[config.mk]
export PLATFORM = sky130hd
export DESIGN_NAME = video_pixel_unpacker
export DESIGN_NICKNAME = d
export VERILOG_FILES = /design/src/common/pixel_unpack_pkg.sv /design/src/rtl/video_pixel_unpacker.sv /design/src/rtl/pixel_shifter.sv /design/src/rtl/line_addr_gen.sv
export SDC_FILE = /design/constraint.sdc
export NUM_CORES = 1
export LEC_CHECK = 0
export ABC_AREA = 1
export CAP_MARGIN = 20
export CELL_PAD_IN_SITES_DETAIL_PLACEMENT = 1
export CELL_PAD_IN_SITES_GLOBAL_PLACEMENT = 2
export CORE_ASPECT_RATIO = 0.9
export CORE_UTILIZATION = 38
export DETAILED_ROUTE_END_ITERATION = 10
export DONT_BUFFER_PORTS = 1
export GPL_ROUTABILITY_DRIVEN = 0
export PLACE_DENSITY = 0.9
export SETUP_SLACK_MARGIN = 0.05
export SLEW_MARGIN = 30
export SYNTH_ARGS = -nofsm -noshare
export SYNTH_HDL_FRONTEND = slang
export SYNTH_HIERARCHICAL = 1
export SYNTH_SLANG_ARGS = --single-unit
[constraint.sdc]
create_clock -name clk -period 8.8 [get_ports clk]
set_input_delay 2.2 -clock clk [delete_from_list [all_inputs] [get_ports clk]]
set_output_delay 2.2 -clock clk [all_outputs]
set_load 0.005 [all_outputs]
[src/common/pixel_unpack_pkg.sv]
// package: modes, memory layout, font layout and carriers for the pixel unpacker
package pixel_unpack_pkg;

  typedef enum logic [3:0] {
    MODE_TEXT = 4'b0001,
    MODE_G320 = 4'b0010,
    MODE_G640 = 4'b0100,
    MODE_G400 = 4'b1000
  } video_mode_t;

  localparam int VRAM_AW = 15;
  localparam int FONT_AW = 15;
  localparam int FONT_COUNT = 4;
  localparam int FONT_ROWS = 16;
  localparam int CHAR_W = 8;
  localparam int CELL_BYTES = 2;
  localparam logic [VRAM_AW-1:0] BLOCK_SIZE_2 = 15'h2000;
  localparam logic [VRAM_AW-1:0] BLOCK_SIZE_4 = 15'h2000;
  localparam logic [VRAM_AW-1:0] STRIDE_TEXT80 = 15'h00a0;
  localparam logic [VRAM_AW-1:0] STRIDE_TEXT40 = 15'h0050;
  localparam logic [VRAM_AW-1:0] STRIDE_G320 = 15'h0050;
  localparam logic [VRAM_AW-1:0] STRIDE_G640 = 15'h0050;
  localparam logic [2:0] UNDERLINE_FG = 3'h1;
  localparam logic [3:0] UNDERLINE_ROW = 4'hd;
  localparam int FONT_SEL_LSB = 13;
  localparam int INTENS_BIT = 12;
  localparam int CODE_LSB = 4;

  typedef struct packed {
    logic [7:0] code;
    logic [7:0] attr;
  } char_cell_t;

  typedef struct packed {
    logic valid;
    logic [3:0] color;
    logic mono;
  } pixel_out_t;

  typedef struct packed {
    logic line_start;
    logic [9:0] line;
    logic [9:0] col;
  } scan_pos_t;

endpackage : pixel_unpack_pkg

[src/rtl/video_pixel_unpacker.sv]
// video memory to pixel unpacker for text and three graphics modes
module video_pixel_unpacker
  import pixel_unpack_pkg::*;
(
  // clock and reset
  input wire logic clk,
  input wire logic reset,
  // mode control
  input wire video_mode_t mode,
  input wire logic text_wide,
  input wire logic mono_panel,
  input wire logic [1:0] font_sel,
  input wire logic [3:0] bg_color,
  // scan timing
  input wire logic frame_start,
  input wire scan_pos_t pos,
  input wire logic pix_en,
  // video memory, one cycle read latency
  output logic vram_rd,
  output logic [VRAM_AW-1:0] vram_addr,
  input wire logic [7:0] vram_data,
  // character generator, one cycle read latency
  output logic font_rd,
  output logic [FONT_AW-1:0] font_addr,
  input wire logic [7:0] font_data,
  // pixel output
  output pixel_out_t pixel
);

  typedef enum logic [7:0] {
    ST_IDLE  = 8'b0000_0001,
    ST_FETCH = 8'b0000_0010,
    ST_WAIT  = 8'b0000_0100,
    ST_DATA  = 8'b0000_1000,
    ST_ATTR  = 8'b0001_0000,
    ST_FWAIT = 8'b0010_0000,
    ST_GLYPH = 8'b0100_0000,
    ST_SHIFT = 8'b1000_0000
  } fetch_state_t;

  ////////////////////////////////////////////////////////////////////////
  // address generation

  logic [1:0] block_sel;
  logic row_adv;
  logic [VRAM_AW-1:0] block_size;
  logic [VRAM_AW-1:0] stride;
  logic [VRAM_AW-1:0] gen_addr;
  logic byte_step;
  logic [3:0] glyph_row;

  always_comb begin
    block_sel = 2'd0;
    // a text row spans sixteen glyph lines
    row_adv = (pos.line[3:0] == 4'h0);
    block_size = BLOCK_SIZE_2;
    stride = text_wide ? STRIDE_TEXT80 : STRIDE_TEXT40;
    glyph_row = pos.line[3:0];
    case (mode)
      MODE_G320: begin
        block_sel = {1'b0, pos.line[0]};
        row_adv = !pos.line[0];
        stride = STRIDE_G320;
      end
      MODE_G640: begin
        block_sel = {1'b0, pos.line[0]};
        row_adv = !pos.line[0];
        stride = STRIDE_G640;
      end
      MODE_G400: begin
        block_sel = pos.line[1:0];
        row_adv = (pos.line[1:0] == 2'd0);
        block_size = BLOCK_SIZE_4;
        stride = STRIDE_G640;
      end
      default: begin
      end
    endcase
  end

  line_addr_gen u_addr (
    .clk(clk),
    .reset(reset),
    .frame_start(frame_start),
    .line_start(pos.line_start),
    .byte_step(byte_step),
    .row_adv(row_adv),
    .block_size(block_size),
    .stride(stride),
    .block_sel(block_sel),
    .addr(gen_addr)
  );

  ////////////////////////////////////////////////////////////////////////
  // fetch sequencer

  fetch_state_t st_reg;
  fetch_state_t st_next;
  logic [2:0] cnt_reg;
  logic [2:0] cnt_next;
  char_cell_t cell_reg;
  char_cell_t cell_next;
  logic [7:0] fetched;
  logic load;
  logic vram_rd_next;
  logic font_rd_next;
  logic [FONT_AW-1:0] font_addr_next;
  logic [2:0] last_cnt;

  assign last_cnt = (mode == MODE_G320) ? 3'd3 : 3'd7;

  always_comb begin
    st_next = st_reg;
    cnt_next = cnt_reg;
    cell_next = cell_reg;
    fetched = 8'h00;
    byte_step = 1'b0;
    load = 1'b0;
    vram_rd_next = 1'b0;
    font_rd_next = 1'b0;
    font_addr_next = font_addr;
    if (frame_start || pos.line_start) begin
      st_next = ST_FETCH;
      cnt_next = 3'd0;
    end else begin
      case (st_reg)
        ST_IDLE: begin
        end
        // strobe and address leave together, so the byte pointer moves on as each read goes out
        ST_FETCH: begin
          vram_rd_next = 1'b1;
          byte_step = 1'b1;
          st_next = ST_WAIT;
        end
        // memory answers two edges after the strobe is decided, so text issues its attribute read here
        ST_WAIT: begin
          if (mode == MODE_TEXT) begin
            vram_rd_next = 1'b1;
            byte_step = 1'b1;
          end
          st_next = ST_DATA;
        end
        ST_DATA: begin
          if (mode == MODE_TEXT) begin
            cell_next.code = vram_data;
            st_next = ST_ATTR;
          end else begin
            fetched = vram_data;
            load = 1'b1;
            st_next = ST_SHIFT;
          end
        end
        ST_ATTR: begin
          cell_next.attr = vram_data;
          font_rd_next = 1'b1;
          // font, intensity, code and glyph row form the generator address
          font_addr_next = {font_sel, vram_data[3], cell_reg.code, glyph_row};
          st_next = ST_FWAIT;
        end
        ST_FWAIT: begin
          st_next = ST_GLYPH;
        end
        ST_GLYPH: begin
          fetched = font_data;
          load = 1'b1;
          st_next = ST_SHIFT;
        end
        ST_SHIFT: begin
          if (pix_en) begin
            cnt_next = cnt_reg + 3'd1;
            if (cnt_reg == last_cnt) begin
              cnt_next = 3'd0;
              vram_rd_next = 1'b1;
              byte_step = 1'b1;
              st_next = ST_WAIT;
            end
          end
        end
        default: begin
          st_next = ST_IDLE;
        end
      endcase
    end
  end

  always_ff @(posedge clk) begin
    if (reset) begin
      st_reg <= ST_IDLE;
      cnt_reg <= 3'd0;
      cell_reg <= '0;
      vram_rd <= 1'b0;
      vram_addr <= '0;
      font_rd <= 1'b0;
      font_addr <= '0;
    end else begin
      st_reg <= st_next;
      cnt_reg <= cnt_next;
      cell_reg <= cell_next;
      vram_rd <= vram_rd_next;
      vram_addr <= gen_addr;
      font_rd <= font_rd_next;
      font_addr <= font_addr_next;
    end
  end

  ////////////////////////////////////////////////////////////////////////
  // pixel serialiser and colour

  logic [1:0] pix;
  logic two_bit;
  assign two_bit = (mode == MODE_G320);

  // the byte is loaded as it arrives, so the first pixel is ready on entry to shifting
  pixel_shifter u_shift (
    .clk(clk),
    .reset(reset),
    .load(load),
    .load_byte(fetched),
    .two_bit(two_bit),
    .shift(pix_en & (st_reg == ST_SHIFT)),
    .pix(pix)
  );

  pixel_out_t pixel_next;
  logic underline;

  always_comb begin
    // underline is defined only for the monochrome panel path
    underline = mono_panel && (cell_reg.attr[2:0] == UNDERLINE_FG) && (glyph_row == UNDERLINE_ROW);
    pixel_next = '0;
    pixel_next.valid = pix_en && (st_reg == ST_SHIFT);
    case (mode)
      MODE_TEXT: begin
        if (pix[0] || underline) begin
          pixel_next.color = cell_reg.attr[3:0];
          pixel_next.mono = 1'b1;
        end else begin
          pixel_next.color = cell_reg.attr[7:4];
        end
      end
      MODE_G320: begin
        pixel_next.color = (pix == 2'b00) ? bg_color : {2'b00, pix};
        pixel_next.mono = (pix != 2'b00);
      end
      MODE_G640, MODE_G400: begin
        pixel_next.color = {4{pix[0]}};
        pixel_next.mono = pix[0];
      end
      default: begin
      end
    endcase
  end

  always_ff @(posedge clk) begin
    if (reset) begin
      pixel <= '0;
    end else begin
      pixel <= pixel_next;
    end
  end

endmodule // video_pixel_unpacker

[src/rtl/pixel_shifter.sv]
// byte shifter that emits pixels msb first at one or two bits each
module pixel_shifter
  import pixel_unpack_pkg::*;
(
  // clock and reset
  input wire logic clk,
  input wire logic reset,
  // load side
  input wire logic load,
  input wire logic [7:0] load_byte,
  input wire logic two_bit,
  // pixel side
  input wire logic shift,
  output logic [1:0] pix
);

  logic [7:0] sh_reg;
  logic [7:0] sh_next;

  always_comb begin
    sh_next = sh_reg;
    if (load) begin
      sh_next = load_byte;
    end else if (shift) begin
      sh_next = two_bit ? {sh_reg[5:0], 2'b00} : {sh_reg[6:0], 1'b0};
    end
  end

  always_ff @(posedge clk) begin
    if (reset) begin
      sh_reg <= 8'h00;
    end else begin
      sh_reg <= sh_next;
    end
  end

  // leftmost pixel always comes from the top of the byte
  assign pix = two_bit ? sh_reg[7:6] : {1'b0, sh_reg[7]};

endmodule // pixel_shifter

[src/rtl/line_addr_gen.sv]
// line base and byte address generator for interleaved memory blocks
module line_addr_gen
  import pixel_unpack_pkg::*;
(
  // clock and reset
  input wire logic clk,
  input wire logic reset,
  // scan control
  input wire logic frame_start,
  input wire logic line_start,
  input wire logic byte_step,
  input wire logic row_adv,
  input wire logic [VRAM_AW-1:0] block_size,
  input wire logic [VRAM_AW-1:0] stride,
  input wire logic [1:0] block_sel,
  // address
  output logic [VRAM_AW-1:0] addr
);

  logic [VRAM_AW-1:0] row_base_reg;
  logic [VRAM_AW-1:0] row_base_next;
  logic [VRAM_AW-1:0] offs_reg;
  logic [VRAM_AW-1:0] offs_next;
  logic first_reg;
  logic first_next;

  // every line restarts the byte offset; the row base moves only on row_adv,
  // and never on the first line of a frame, which always sits at row zero
  always_comb begin
    row_base_next = row_base_reg;
    offs_next = offs_reg;
    first_next = first_reg;
    if (frame_start) begin
      row_base_next = '0;
      offs_next = '0;
      first_next = 1'b1;
    end else if (line_start) begin
      first_next = 1'b0;
      if (row_adv && !first_reg) begin
        row_base_next = row_base_reg + stride;
      end
      offs_next = '0;
    end else if (byte_step) begin
      offs_next = offs_reg + 15'h0001;
    end
  end

  always_ff @(posedge clk) begin
    if (reset) begin
      row_base_reg <= '0;
      offs_reg <= '0;
      first_reg <= 1'b1;
    end else begin
      row_base_reg <= row_base_next;
      offs_reg <= offs_next;
      first_reg <= first_next;
    end
  end

  // block base is block index times block size
  assign addr = VRAM_AW'(block_size * VRAM_AW'(block_sel)) + row_base_reg + offs_reg;

endmodule // line_addr_gen

==> results of run 1 <==
==> power by group <==
part | internal (W) | leakage [nW] | switching (W) | total [W]
Sequential | 0.000469 | 0.831 | 0.00000172 | 0.000470
Combinational | 0.0000182 | 2.94 | 0.0000408 | 0.0000590
Clock | 0.000208 | 0.154 | 0.000219 | 0.000426
==> metrics by stage <==
| stage | hold WS [ns] | utilization |
|---|---|---|
| floorplan | 0.435 | - |
| global placement | 0.444 | 0.411 |
| detailed placement | 0.453 | 0.411 |
| CTS | 0.466 | 0.429 |
| global route | 0.478 | 0.429 |
| finish | 0.461 | 0.429 |
==> cells in the final DEF (no fill, tap or decap), types with 28 or more instances in the layout <==
master   instances
fa_1            28
inv_1          217
nor2_1         146
ha_1            31
conb_1          41
o21ai_0         46
nand3_1         45
nand2_1        244
a21oi_1         74
dfxtp_1        103
==> worst register-to-register path, cell delays in order, from the launching register on <==
cell and delay (ns):
dfxtp_1 0.38, inv_1 0.12, fa_1 0.53, fa_1 0.47, inv_1 0.07, ha_1 0.19
inv_1 0.10, fa_1 0.40, inv_1 0.07, nand3_1 0.06, nand2_1 0.13, nand2_1 0.06
nand3b_1 0.19, nand2_1 0.08, nand2_1 0.08, xor2_1 0.16, inv_1 0.05, nor2_1 0.08
==> cell families (layout without fill, tap and decap cells) <==
| logic type | after synthesis | after routing |
|---|---|---|
| other | 2 | 41 |
| flip-flops | 103 | 103 |
| adder cells (fa/ha/maj) | 59 | 59 |
| AO/OA/AOI/OAI | 144 | 144 |
| AND/OR/NAND/NOR | 482 | 482 |
| buffers and inverters | 242 | 240 |
| XOR/XNOR | 23 | 23 |
==> final cells by class <==
cell class / count / area [um^2] / area share
clock inverter: 7 / 93.8 / 0.0123
inverter: 222 / 833 / 0.109
tap: 240 / 300 / 0.0393
multi-input combinational: 749 / 4100 / 0.538
sequential: 103 / 2060 / 0.270
clock buffer: 9 / 225 / 0.0295
timing repair buffer: 2 / 15.0 / 0.00197
==> routing by layer <==
layer  global-route usage  up-vias  wire, um
met5                    0        -         0
met4               0.0495        0       206
met3               0.0394       16       666
met1                0.243     2810      8400
li1                     -     3226         -
met2                0.363       88      8560
==> synth_stat cells, drive strengths merged <==
| cell | number | area share |
|---|---|---|
| nand2 | 247 | 0.13 |
| inv | 222 | 0.12 |
| nor2 | 156 | 0.093 |
| dfxtp | 103 | 0.30 |
| a21oi | 83 | 0.064 |
| o21ai | 58 | 0.042 |
| nand3 | 47 | 0.035 |
| ha | 31 | 0.056 |
| fa | 28 | 0.080 |
| xor2 | 18 | 0.023 |
| nor3 | 14 | 0.012 |
| buf | 12 | 0.014 |
| clkbuf | 8 | 0.0043 |
| nand3b | 6 | 0.0065 |
| nand4 | 6 | 0.0054 |
| xnor2 | 5 | 0.0063 |
| or2 | 4 | 0.0039 |
| conb | 2 | 0.0011 |
| a31oi | 1 | 0.00090 |
| nor3b | 1 | 0.0011 |
| nor4 | 1 | 0.00090 |
| o211ai | 1 | 0.0011 |
| o21bai | 1 | 0.0011 |
==> worst paths after layout <==
| check | start | end |
|---|---|---|
| hold reg to reg | cell_reg[9] | font_addr[5] |
| hold / removal | cell_reg[9] | font_addr[5] |
| setup / recovery | mode[1] | vram_addr[14] |
| setup reg to reg | u_addr/row_base_reg[1] | vram_addr[13] |
==> flow_metrics.env, run 1 <==
export IMPL_status="completed"
export IMPL_required_ns=9.07
export IMPL_crit_chain="inv_1 > nor2_1 > nand2_1 > inv_1 > nor2_1 > nor2_1 > buf_4 > nand2_1 > inv_1 > fa_1 > inv_1 > fa_1 > inv_1 > ha_1 > nand2_1 > nor2_1 > nand2_1 > nor2_1 > nor2_1 > nand2_1 > nand2_1 > inv_1 > nor2_1"
export IMPL_max_vdd_ir_drop_mv=0.0993
export IMPL_p_total_w=0.000956
export IMPL_ctsHoldBuffers=0
export IMPL_criticalPathCategory="in -> reg"
export IMPL_diodes=0
export IMPL_clock_sinks=103
export IMPL_fmax_mhz=189
export IMPL_pre_cts_ws_ns=3.11
export IMPL_synthAdderAreaFrac=0.136
export IMPL_stdcell_count=1332
export IMPL_timing_final_crit_share=0.602
export IMPL_cp_depth=23
export IMPL_die_x_um=145
export IMPL_rsz0062_at_grt="false"
export IMPL_leakagePower_nw=3.92
export IMPL_cpMostUsedCell="nor2_1"
export IMPL_dr_pass1_iters=5
export IMPL_fp_dieArea_mm2=0.0189
export IMPL_layout_setup_ws_ns=3.50
export IMPL_hpwl_um=14300
export IMPL_synth_compound_area_share=0.109
export IMPL_yosysWarningCount=6
export IMPL_netlist_instances=1055
export IMPL_finalSetupViolCount=0
export IMPL_clockBufferDepth=2
export IMPL_slew_headroom=0.398
export IMPL_portBuffers=0
export IMPL_root_buffer="clkbuf_16"
export IMPL_std_cell_rows=46
export IMPL_ant_nets=0
export IMPL_clk_pin_slew_ns=0.09
export IMPL_hold_class="reg -> reg"
export IMPL_rr_worst_depth=17
export IMPL_placed_cell_area_mm2=0.00731
export IMPL_synth_area_mux_share=0
export IMPL_synth_xor_area_frac=0.0289
export IMPL_clock_skew_ns=0.0137
export IMPL_yosys_area_share_simple=0.292
export IMPL_numCtsBuffers=9
export IMPL_finalMaxSlewViolations=0
export IMPL_clock_latency_ns=0.37
export IMPL_min_path_cells=2
export IMPL_cp_start_kind="input port"
export IMPL_grt_max_degree=35
export IMPL_post_route_min_period_ns=5.30
export IMPL_cp_max_fo=15
export IMPL_syn_area_per_cell_um2=6.61
export IMPL_drtIter0Drc=188
export IMPL_cts_setup_buffers=0
export IMPL_tns_ns=0
export IMPL_cts_tree="done"
export IMPL_initial_utilization=0.392
export IMPL_h_tree_depth=3
export IMPL_wl_um=17800
export IMPL_finalInstanceArea_mm2=0.00763
export IMPL_grt_overflow=0
export IMPL_r2r_slack_ns=5.52
export IMPL_fill_cells=2360
export IMPL_finalHoldViolCount=0
export IMPL_worst_path_buf_inv=7
export IMPL_drc=0
export IMPL_vias_per_cell=4.61
export IMPL_vias=6140
export IMPL_drive_gt1_frac=0.0485
export IMPL_grt_usage=0.201
export IMPL_cp_top_family="adder cells"
export IMPL_wire_per_inst_um=13.4
export IMPL_placed_cells=1316
export IMPL_max_stage_delay_ns=0.52
export IMPL_crit_path_end_kind="register"
export IMPL_cp_slowest_cell="fa_1"
export IMPL_final_nets=1199
export IMPL_maxCapViolations=0
export IMPL_grt_pass1_vias=6135
export IMPL_yosysSeqAreaShare=0.296
export IMPL_tightestPinTransition_ns=0.901
export IMPL_cts_resized_gates=0
export IMPL_core_area_mm2=0.0178
export IMPL_area_growth_pct=9.42
export IMPL_die_h_um=131
export IMPL_synth_seq_cells=103
export IMPL_syn_cell_area_mm2=0.00698
export IMPL_io_pins=91
export IMPL_ys_types=38
export IMPL_synth_top_family_by_area="simple AND/OR/NAND/NOR gates"
export IMPL_powerDensity_mw_per_mm2=125
export IMPL_arrival_ns=5.56
export IMPL_grt_pass1_wl_um=29400
export IMPL_antenna_found_initial=0
Power figures use the tool's default switching activity.
==> run 2: changes to the inputs <==
ABC_AREA = 0   (was 1)
CORE_UTILIZATION = 36   (was 38)
PLACE_DENSITY = 0.81   (was 0.9)
clock period = 4.8 ns   (was 8.8 ns; I/O delays follow)
==> run 2 against run 1 <==
Against the previous run:
- sequential share of layout area grew 1.2 points
- worst setup slack lost 2.4 ns
- sequential power grew 84%
- non-clock buffer count grew 2
- area after synthesis shrank 4.5%
- first-iteration DRC count grew 23%
- clock power grew 75%
- die area grew 0.75%
- utilization shrank 2.0 points
- critical path depth shrank 8
- cell count shrank 23%
- critical path type is now reg -> reg
==> flow_metrics.env, run 2 <==
export IMPL_status="completed"
export IMPL_ant_nets=0
export IMPL_cp_slowest_cell="o41ai_1"
export IMPL_h_tree_depth=3
export IMPL_grt_usage=0.175
export IMPL_hold_class="reg -> reg"
export IMPL_yosysMostFrequentCell="dfxtp_1"
export IMPL_rsz0062_at_grt="false"
export IMPL_final_nets=891
export IMPL_synth_common_cells="dfxtp_1, nor2_1, inv_1"
export IMPL_yosysSeqAreaShare=0.310
export IMPL_hold_worst_slack_ns=0.468
export IMPL_tightestPinTransition_ns=0.776
export IMPL_p_total_w=0.00171
export IMPL_layout_setup_ws_ns=1.13
export IMPL_area_growth_pct=9.75
export IMPL_post_route_min_period_ns=3.67
export IMPL_mostFrequentLayoutCells="dfxtp_1, nor2_1, inv_1"
export IMPL_ctsHoldBuffers=0
export IMPL_yosys_area_top_type="dfxtp_1"
export IMPL_arrival_ns=3.97
export IMPL_worst_path_buf_inv=3
export IMPL_crit_path_end_kind="register"
export IMPL_grt_pass1_vias=5406
export IMPL_final_common_cell="dfxtp_1"
export IMPL_root_buffer="clkbuf_16"
export IMPL_cts_tree="done"
export IMPL_portBuffers=0
export IMPL_powerDensity_mw_per_mm2=234
export IMPL_io_pins=91
export IMPL_r2r_start="u_addr/row_base_reg[1]"
export IMPL_cp_top_family="adder cells"
export IMPL_slew_headroom=0.478
export IMPL_die_x_um=145
export IMPL_antenna_found_initial=1
export IMPL_die_h_um=131
export IMPL_timing_final_crit_share=0.766
export IMPL_syn_cell_area_mm2=0.00666
export IMPL_r2r_slack_ns=1.13
export IMPL_yosys_top_cells_area="dfxtp_1, fa_1, ha_1, mux2i_1, nor2_1"
export IMPL_finalMaxSlewViolations=0
export IMPL_synth_edf_count=0
export IMPL_vias=5125
export IMPL_drtIter0Drc=231
export IMPL_rr_worst_depth=15
export IMPL_clock_skew_ns=0.0103
export IMPL_clockBufferDepth=2
export IMPL_synth_flop_cell="dfxtp_1"
export IMPL_wire_per_inst_um=15.8
export IMPL_max_vdd_ir_drop_mv=0.169
export IMPL_required_ns=5.10
export IMPL_fp_dieArea_mm2=0.0190
export IMPL_drc=0
export IMPL_syn_area_per_cell_um2=8.87
export IMPL_cts_setup_buffers=0
export IMPL_finalHoldViolCount=0
export IMPL_wl_um=16200
export IMPL_grt_overflow=0
export IMPL_clock_sinks=103
export IMPL_multi_input_area_mm2=0.00434
export IMPL_drive_gt1_frac=0.0663
export IMPL_crit_chain="inv_1 > fa_1 > fa_1 > inv_1 > ha_1 > inv_1 > fa_1 > nor2b_1 > o21ai_0 > a21boi_1 > o41ai_1 > o21bai_1 > a21oi_1 > xnor2_1 > nor2b_1"
export IMPL_pre_cts_ws_ns=0.797
export IMPL_fmax_mhz=272
export IMPL_seqCellArea_mm2=0.00206
export IMPL_vias_per_cell=5.00
export IMPL_hp_start="cnt_reg[1]"
export IMPL_criticalPathCategory="reg -> reg"
export IMPL_min_path_cells=2
export IMPL_cts_resized_gates=0
export IMPL_cp_max_fo=3
export IMPL_dr_pass1_iters=4
export IMPL_ys_types=74
export IMPL_core_area_mm2=0.0178
export IMPL_synth_top_area_frac=0.310
export IMPL_tns_ns=0
export IMPL_r2r_end="vram_addr[11]"
export IMPL_fin_util=0.410
export IMPL_async_reset_ff_frac=0
export IMPL_clk_pin_slew_ns=0.08
export IMPL_hold_end="cnt_reg[1]"
export IMPL_cp_start_kind="register"
export IMPL_hpwl_um=12900
export IMPL_yosysWarningCount=6
export IMPL_clock_latency_ns=0.36
export IMPL_grt_max_degree=71
export IMPL_initial_utilization=0.373
export IMPL_finalSetupViolCount=0
export IMPL_leakagePower_nw=3.13
export IMPL_max_stage_delay_ns=0.56
export IMPL_std_cell_rows=46
export IMPL_maxCapViolations=0
export IMPL_numCtsBuffers=9
export IMPL_grt_pass1_wl_um=26800
export IMPL_synth_seq_cells=103
export IMPL_netlist_instances=751
export IMPL_fill_cells=2088
-- run 2: metrics by stage --
| stage | area, um^2 | cells |
|---|---|---|
| 2_1_floorplan | 6810 | 791 |
| 3_3_place_gp | 7000 | 1008 |
| 3_5_place_dp | 7000 | 1008 |
| 4_1_cts | 7300 | 1024 |
| 5_1_grt | 7310 | 1024 |
| 6_report | 7310 | 1025 |
-- run 2: per-layer routing --
layer,up-vias,wire (um),track usage
met3,9,652,0.0410
met4,0,108,0.0409
met5,-,0,0
li1,2576,-,-
met2,63,7500,0.299
met1,2477,7890,0.224
-- run 2: layout make-up --
| cell class | instances | share of cell area |
|---|---|---|
| flip-flops and latches | 103 | 0.282 |
| repair buffers | 4 | 0.00411 |
| diodes | 1 | 0.000342 |
| clock buffers | 9 | 0.0308 |
| inverters | 74 | 0.0380 |
| clock inverters | 7 | 0.00942 |
| multi-input cells | 587 | 0.594 |
| well taps | 240 | 0.0411 |
-- run 2: how the worst max path moves through the flow --
stage	start	end	slack, ns	depth (start not counted)
2_1_floorplan	mode[3]	vram_addr[14]	0.80	14
3_3_place_gp	mode[3]	vram_addr[14]	0.79	13
3_5_place_dp	mode[3]	vram_addr[14]	0.80	13
4_1_cts	u_addr/row_base_reg[1]	vram_addr[11]	1.07	15
5_1_grt	u_addr/row_base_reg[1]	vram_addr[11]	0.64	15
6_report	u_addr/row_base_reg[1]	vram_addr[11]	1.13	15
-- run 2: worst reg2reg max path: stages (launching register included) --
cell and delay [ns]:
dfxtp_1 0.37, inv_1 0.11, fa_1 0.51, fa_1 0.52, inv_1 0.04, ha_1 0.22
inv_1 0.08, fa_1 0.21, nor2b_1 0.06, o21ai_0 0.22, a21boi_1 0.14, o41ai_1 0.56
o21bai_1 0.12, a21oi_1 0.19, xnor2_1 0.12, nor2b_1 0.13
-- run 2: cell families (layout without fill, tap and decap cells) --
group	count (synthesis)	in the layout	share of synthesized area
AO/OA/AOI/OAI	124	124	0.129
XOR/XNOR	45	45	0.0592
adder cells (fa/ha/maj)	59	59	0.142
buffers and inverters	101	94	0.0644
flip-flops	103	103	0.310
multiplexers	40	40	0.0605
other	2	43	0.00113
AND/OR/NAND/NOR	277	277	0.233
-- run 2: power breakdown --
part / internal (W) / switching, W
Sequential: 0.000859 / 0.00000437
Clock: 0.000370 / 0.000375
Combinational: 0.0000419 / 0.0000596
Total: 0.00127 / 0.000439
==> run 3: changes to the inputs <==
clock period = 3.1 ns   (was 4.8 ns; I/O delays follow)
==> run 3 against run 2 <==
Against the previous run:
- critical path type unchanged
- sequential cell count unchanged
- register-to-register slack worse by 1.2 ns
- maximum frequency up 17%
- routed wire length up 6.6%
- cell count up 3.8%
- cell area up 6.7%
- clock power up 54%
- via count up 4.2%
- sequential power up 55%
- the run now ends with setup timing left
- non-clock buffer count up 40
- clock-buffer cell count unchanged
- largest cell class unchanged
- worst hold slack better by 0.0051 ns
==> flow_metrics.env, run 3 (synthesized netlist as in run 2, its figures left out) <==
export IMPL_initial_utilization=0.373
export IMPL_clk_pin_slew_ns=0.08
export IMPL_criticalPathCategory="reg -> reg"
export IMPL_std_cell_rows=46
export IMPL_final_common_cell="dfxtp_1"
export IMPL_crit_path_end_kind="register"
export IMPL_p_seq_frac=0.501
export IMPL_ctsHoldBuffers=0
export IMPL_area_growth_pct=17.2
export IMPL_io_pins=91
export IMPL_max_stage_delay_ns=0.50
export IMPL_drc=0
export IMPL_vias_per_cell=5.02
export IMPL_grt_usage=0.185
export IMPL_tightestPinTransition_ns=1.01
export IMPL_diodes=0
export IMPL_layout_setup_ws_ns=-0.0412
export IMPL_max_vdd_ir_drop_mv=0.213
export IMPL_hold_worst_slack_ns=0.473
export IMPL_grt_pass1_vias=5688
export IMPL_fmax_mhz=318
export IMPL_ant_nets=0
export IMPL_h_tree_depth=3
export IMPL_cts_tree="done"
export IMPL_netSwitchingFraction=0.256
export IMPL_grt_pass1_wl_um=28100
export IMPL_slew_headroom=0.318
export IMPL_cp_top_family="adder cells"
export IMPL_finalHoldViolCount=0
export IMPL_hold_class="in -> reg"
export IMPL_violations="setup timing"
export IMPL_finalSetupViolCount=2
export IMPL_timing_final_crit_share=1.01
export IMPL_clockBufferDepth=2
export IMPL_gr_usage_met2=0.328
export IMPL_clock_sinks=103
export IMPL_required_ns=3.36
export IMPL_wl_um=17200
export IMPL_leakagePower_nw=3.36
export IMPL_worst_path_buf_inv=3
export IMPL_mostFrequentLayoutCells="dfxtp_1, nor2_1, inv_1"
export IMPL_cp_slowest_cell="fa_1"
export IMPL_portBuffers=0
export IMPL_maxCapViolations=0
export IMPL_tns_ns=-0.0673
export IMPL_rsz0062_at_grt="true"
export IMPL_powerDensity_mw_per_mm2=342
export IMPL_fill_cells=2097
export IMPL_use_met1=0.227
export IMPL_fp_dieArea_mm2=0.0190
export IMPL_status="finished, violations left"
export IMPL_hpwl_um=13400
export IMPL_cp_start_kind="register"
export IMPL_numCtsBuffers=9
export IMPL_arrival_ns=3.40
export IMPL_pre_cts_ws_ns=-0.191
export IMPL_fin_util=0.437
export IMPL_drive_gt1_frac=0.159
export IMPL_clock_latency_ns=0.36
export IMPL_use_met3=0.0375
export IMPL_final_nets=931
export IMPL_p_int_w=0.00198
export IMPL_clockPowerShare=0.430
export IMPL_combPwrFrac=0.069
export IMPL_crit_chain="inv_2 > fa_1 > fa_2 > inv_2 > ha_4 > inv_2 > fa_2 > nor2b_2 > o21ai_2 > a21boi_2 > o41ai_4 > o21bai_1 > a21oi_2 > xnor2_1 > nor2b_1"
export IMPL_grt_max_degree=71
export IMPL_root_buffer="clkbuf_16"
export IMPL_core_area_mm2=0.0178
export IMPL_cp_max_fo=3
export IMPL_grt_overflow=0
export IMPL_power_switching_w=0.000684
export IMPL_dr_pass1_iters=4
export IMPL_antenna_found_initial=0
export IMPL_cpMostUsedCell="inv_2"
export IMPL_busiest_layer="met2"
export IMPL_wire_per_inst_um=16.2
export IMPL_die_h_um=131
export IMPL_post_route_min_period_ns=3.14
export IMPL_drtIter0Drc=180
export IMPL_die_x_um=145
export IMPL_clock_skew_ns=0.0105
export IMPL_finalMaxSlewViolations=0
export IMPL_vias=5342
-- run 3: changes by cell type in the layout (fill, tap and decap cells not counted), moves of 3 or more --
| cell | previous run | this run |
|---|---|---|
| dfxtp_1 | 103 | 100 |
| a21oi_1 | 27 | 24 |
| nor2b_1 | 24 | 21 |
| buf_4 | 4 | 44 |
| a21oi_2 | 1 | 4 |
| ha_1 | 31 | 24 |
| o21ai_2 | 1 | 4 |
| ha_4 | 0 | 7 |
| dfxtp_2 | 0 | 3 |
| inv_1 | 74 | 66 |
| inv_2 | 0 | 7 |
| nor2b_2 | 0 | 3 |
-- run 3: repair_timing --
item,CTS,global route
gates resized for setup,19,5
endpoints found under the hold margin,0,0
setup endpoints to repair,7,17
pin swaps,17,10
buffers inserted,4,6
-- run 3: path summary, 6_finish.rpt --
kind / start / endpoint / slack, ns / depth (start not counted)
max reg2reg: u_addr/row_base_reg[1] / vram_addr[11] / -0.04 / 15
max: u_addr/row_base_reg[1] / vram_addr[11] / -0.04 / 15
min reg2reg: cnt_reg[0] / cnt_reg[0] / 0.48 / 2
min: reset / u_shift/sh_reg[0] / 0.47 / 1
-- run 3: layout make-up --
class                      count  area (um^2)  area share
sequential                   103         2070       0.265
timing repair buffer          44          330      0.0423
inverter                      74          280      0.0359
clock buffer                   9          225      0.0289
clock inverter                 7         73.8     0.00946
multi-input combinational    587         4530       0.580
tap                          240          300      0.0385
-- run 3: through the flow --
| stage | cell area, um^2 | total power [W] | std cells |
|---|---|---|---|
| detailed placement | 7350 | 0.00154 | 1040 |
| finish | 7800 | 0.00267 | 1064 |
| global placement | 7350 | 0.00154 | 1040 |
| floorplan | 6930 | 0.00152 | 791 |
| CTS | 7750 | 0.00270 | 1059 |
| global route | 7800 | 0.00278 | 1064 |
-- run 3: metal layers --
layer,share of wire,vias to the layer above
met5,0,-
met4,0.016,0
met3,0.033,20
met2,0.49,73
met1,0.46,2593
li1,-,2656
-- run 3: power by group through the flow --
| stage | Combinational [W] | Sequential (W) | Clock [W] |
|---|---|---|---|
| finish | 0.000184 | 0.00134 | 0.00115 |
| global route | 0.000208 | 0.00134 | 0.00123 |
| CTS | 0.000182 | 0.00134 | 0.00118 |
| detailed placement | 0.000176 | 0.00137 | 0 |
| global placement | 0.000169 | 0.00137 | 0 |
| floorplan | 0.000156 | 0.00137 | 0 |
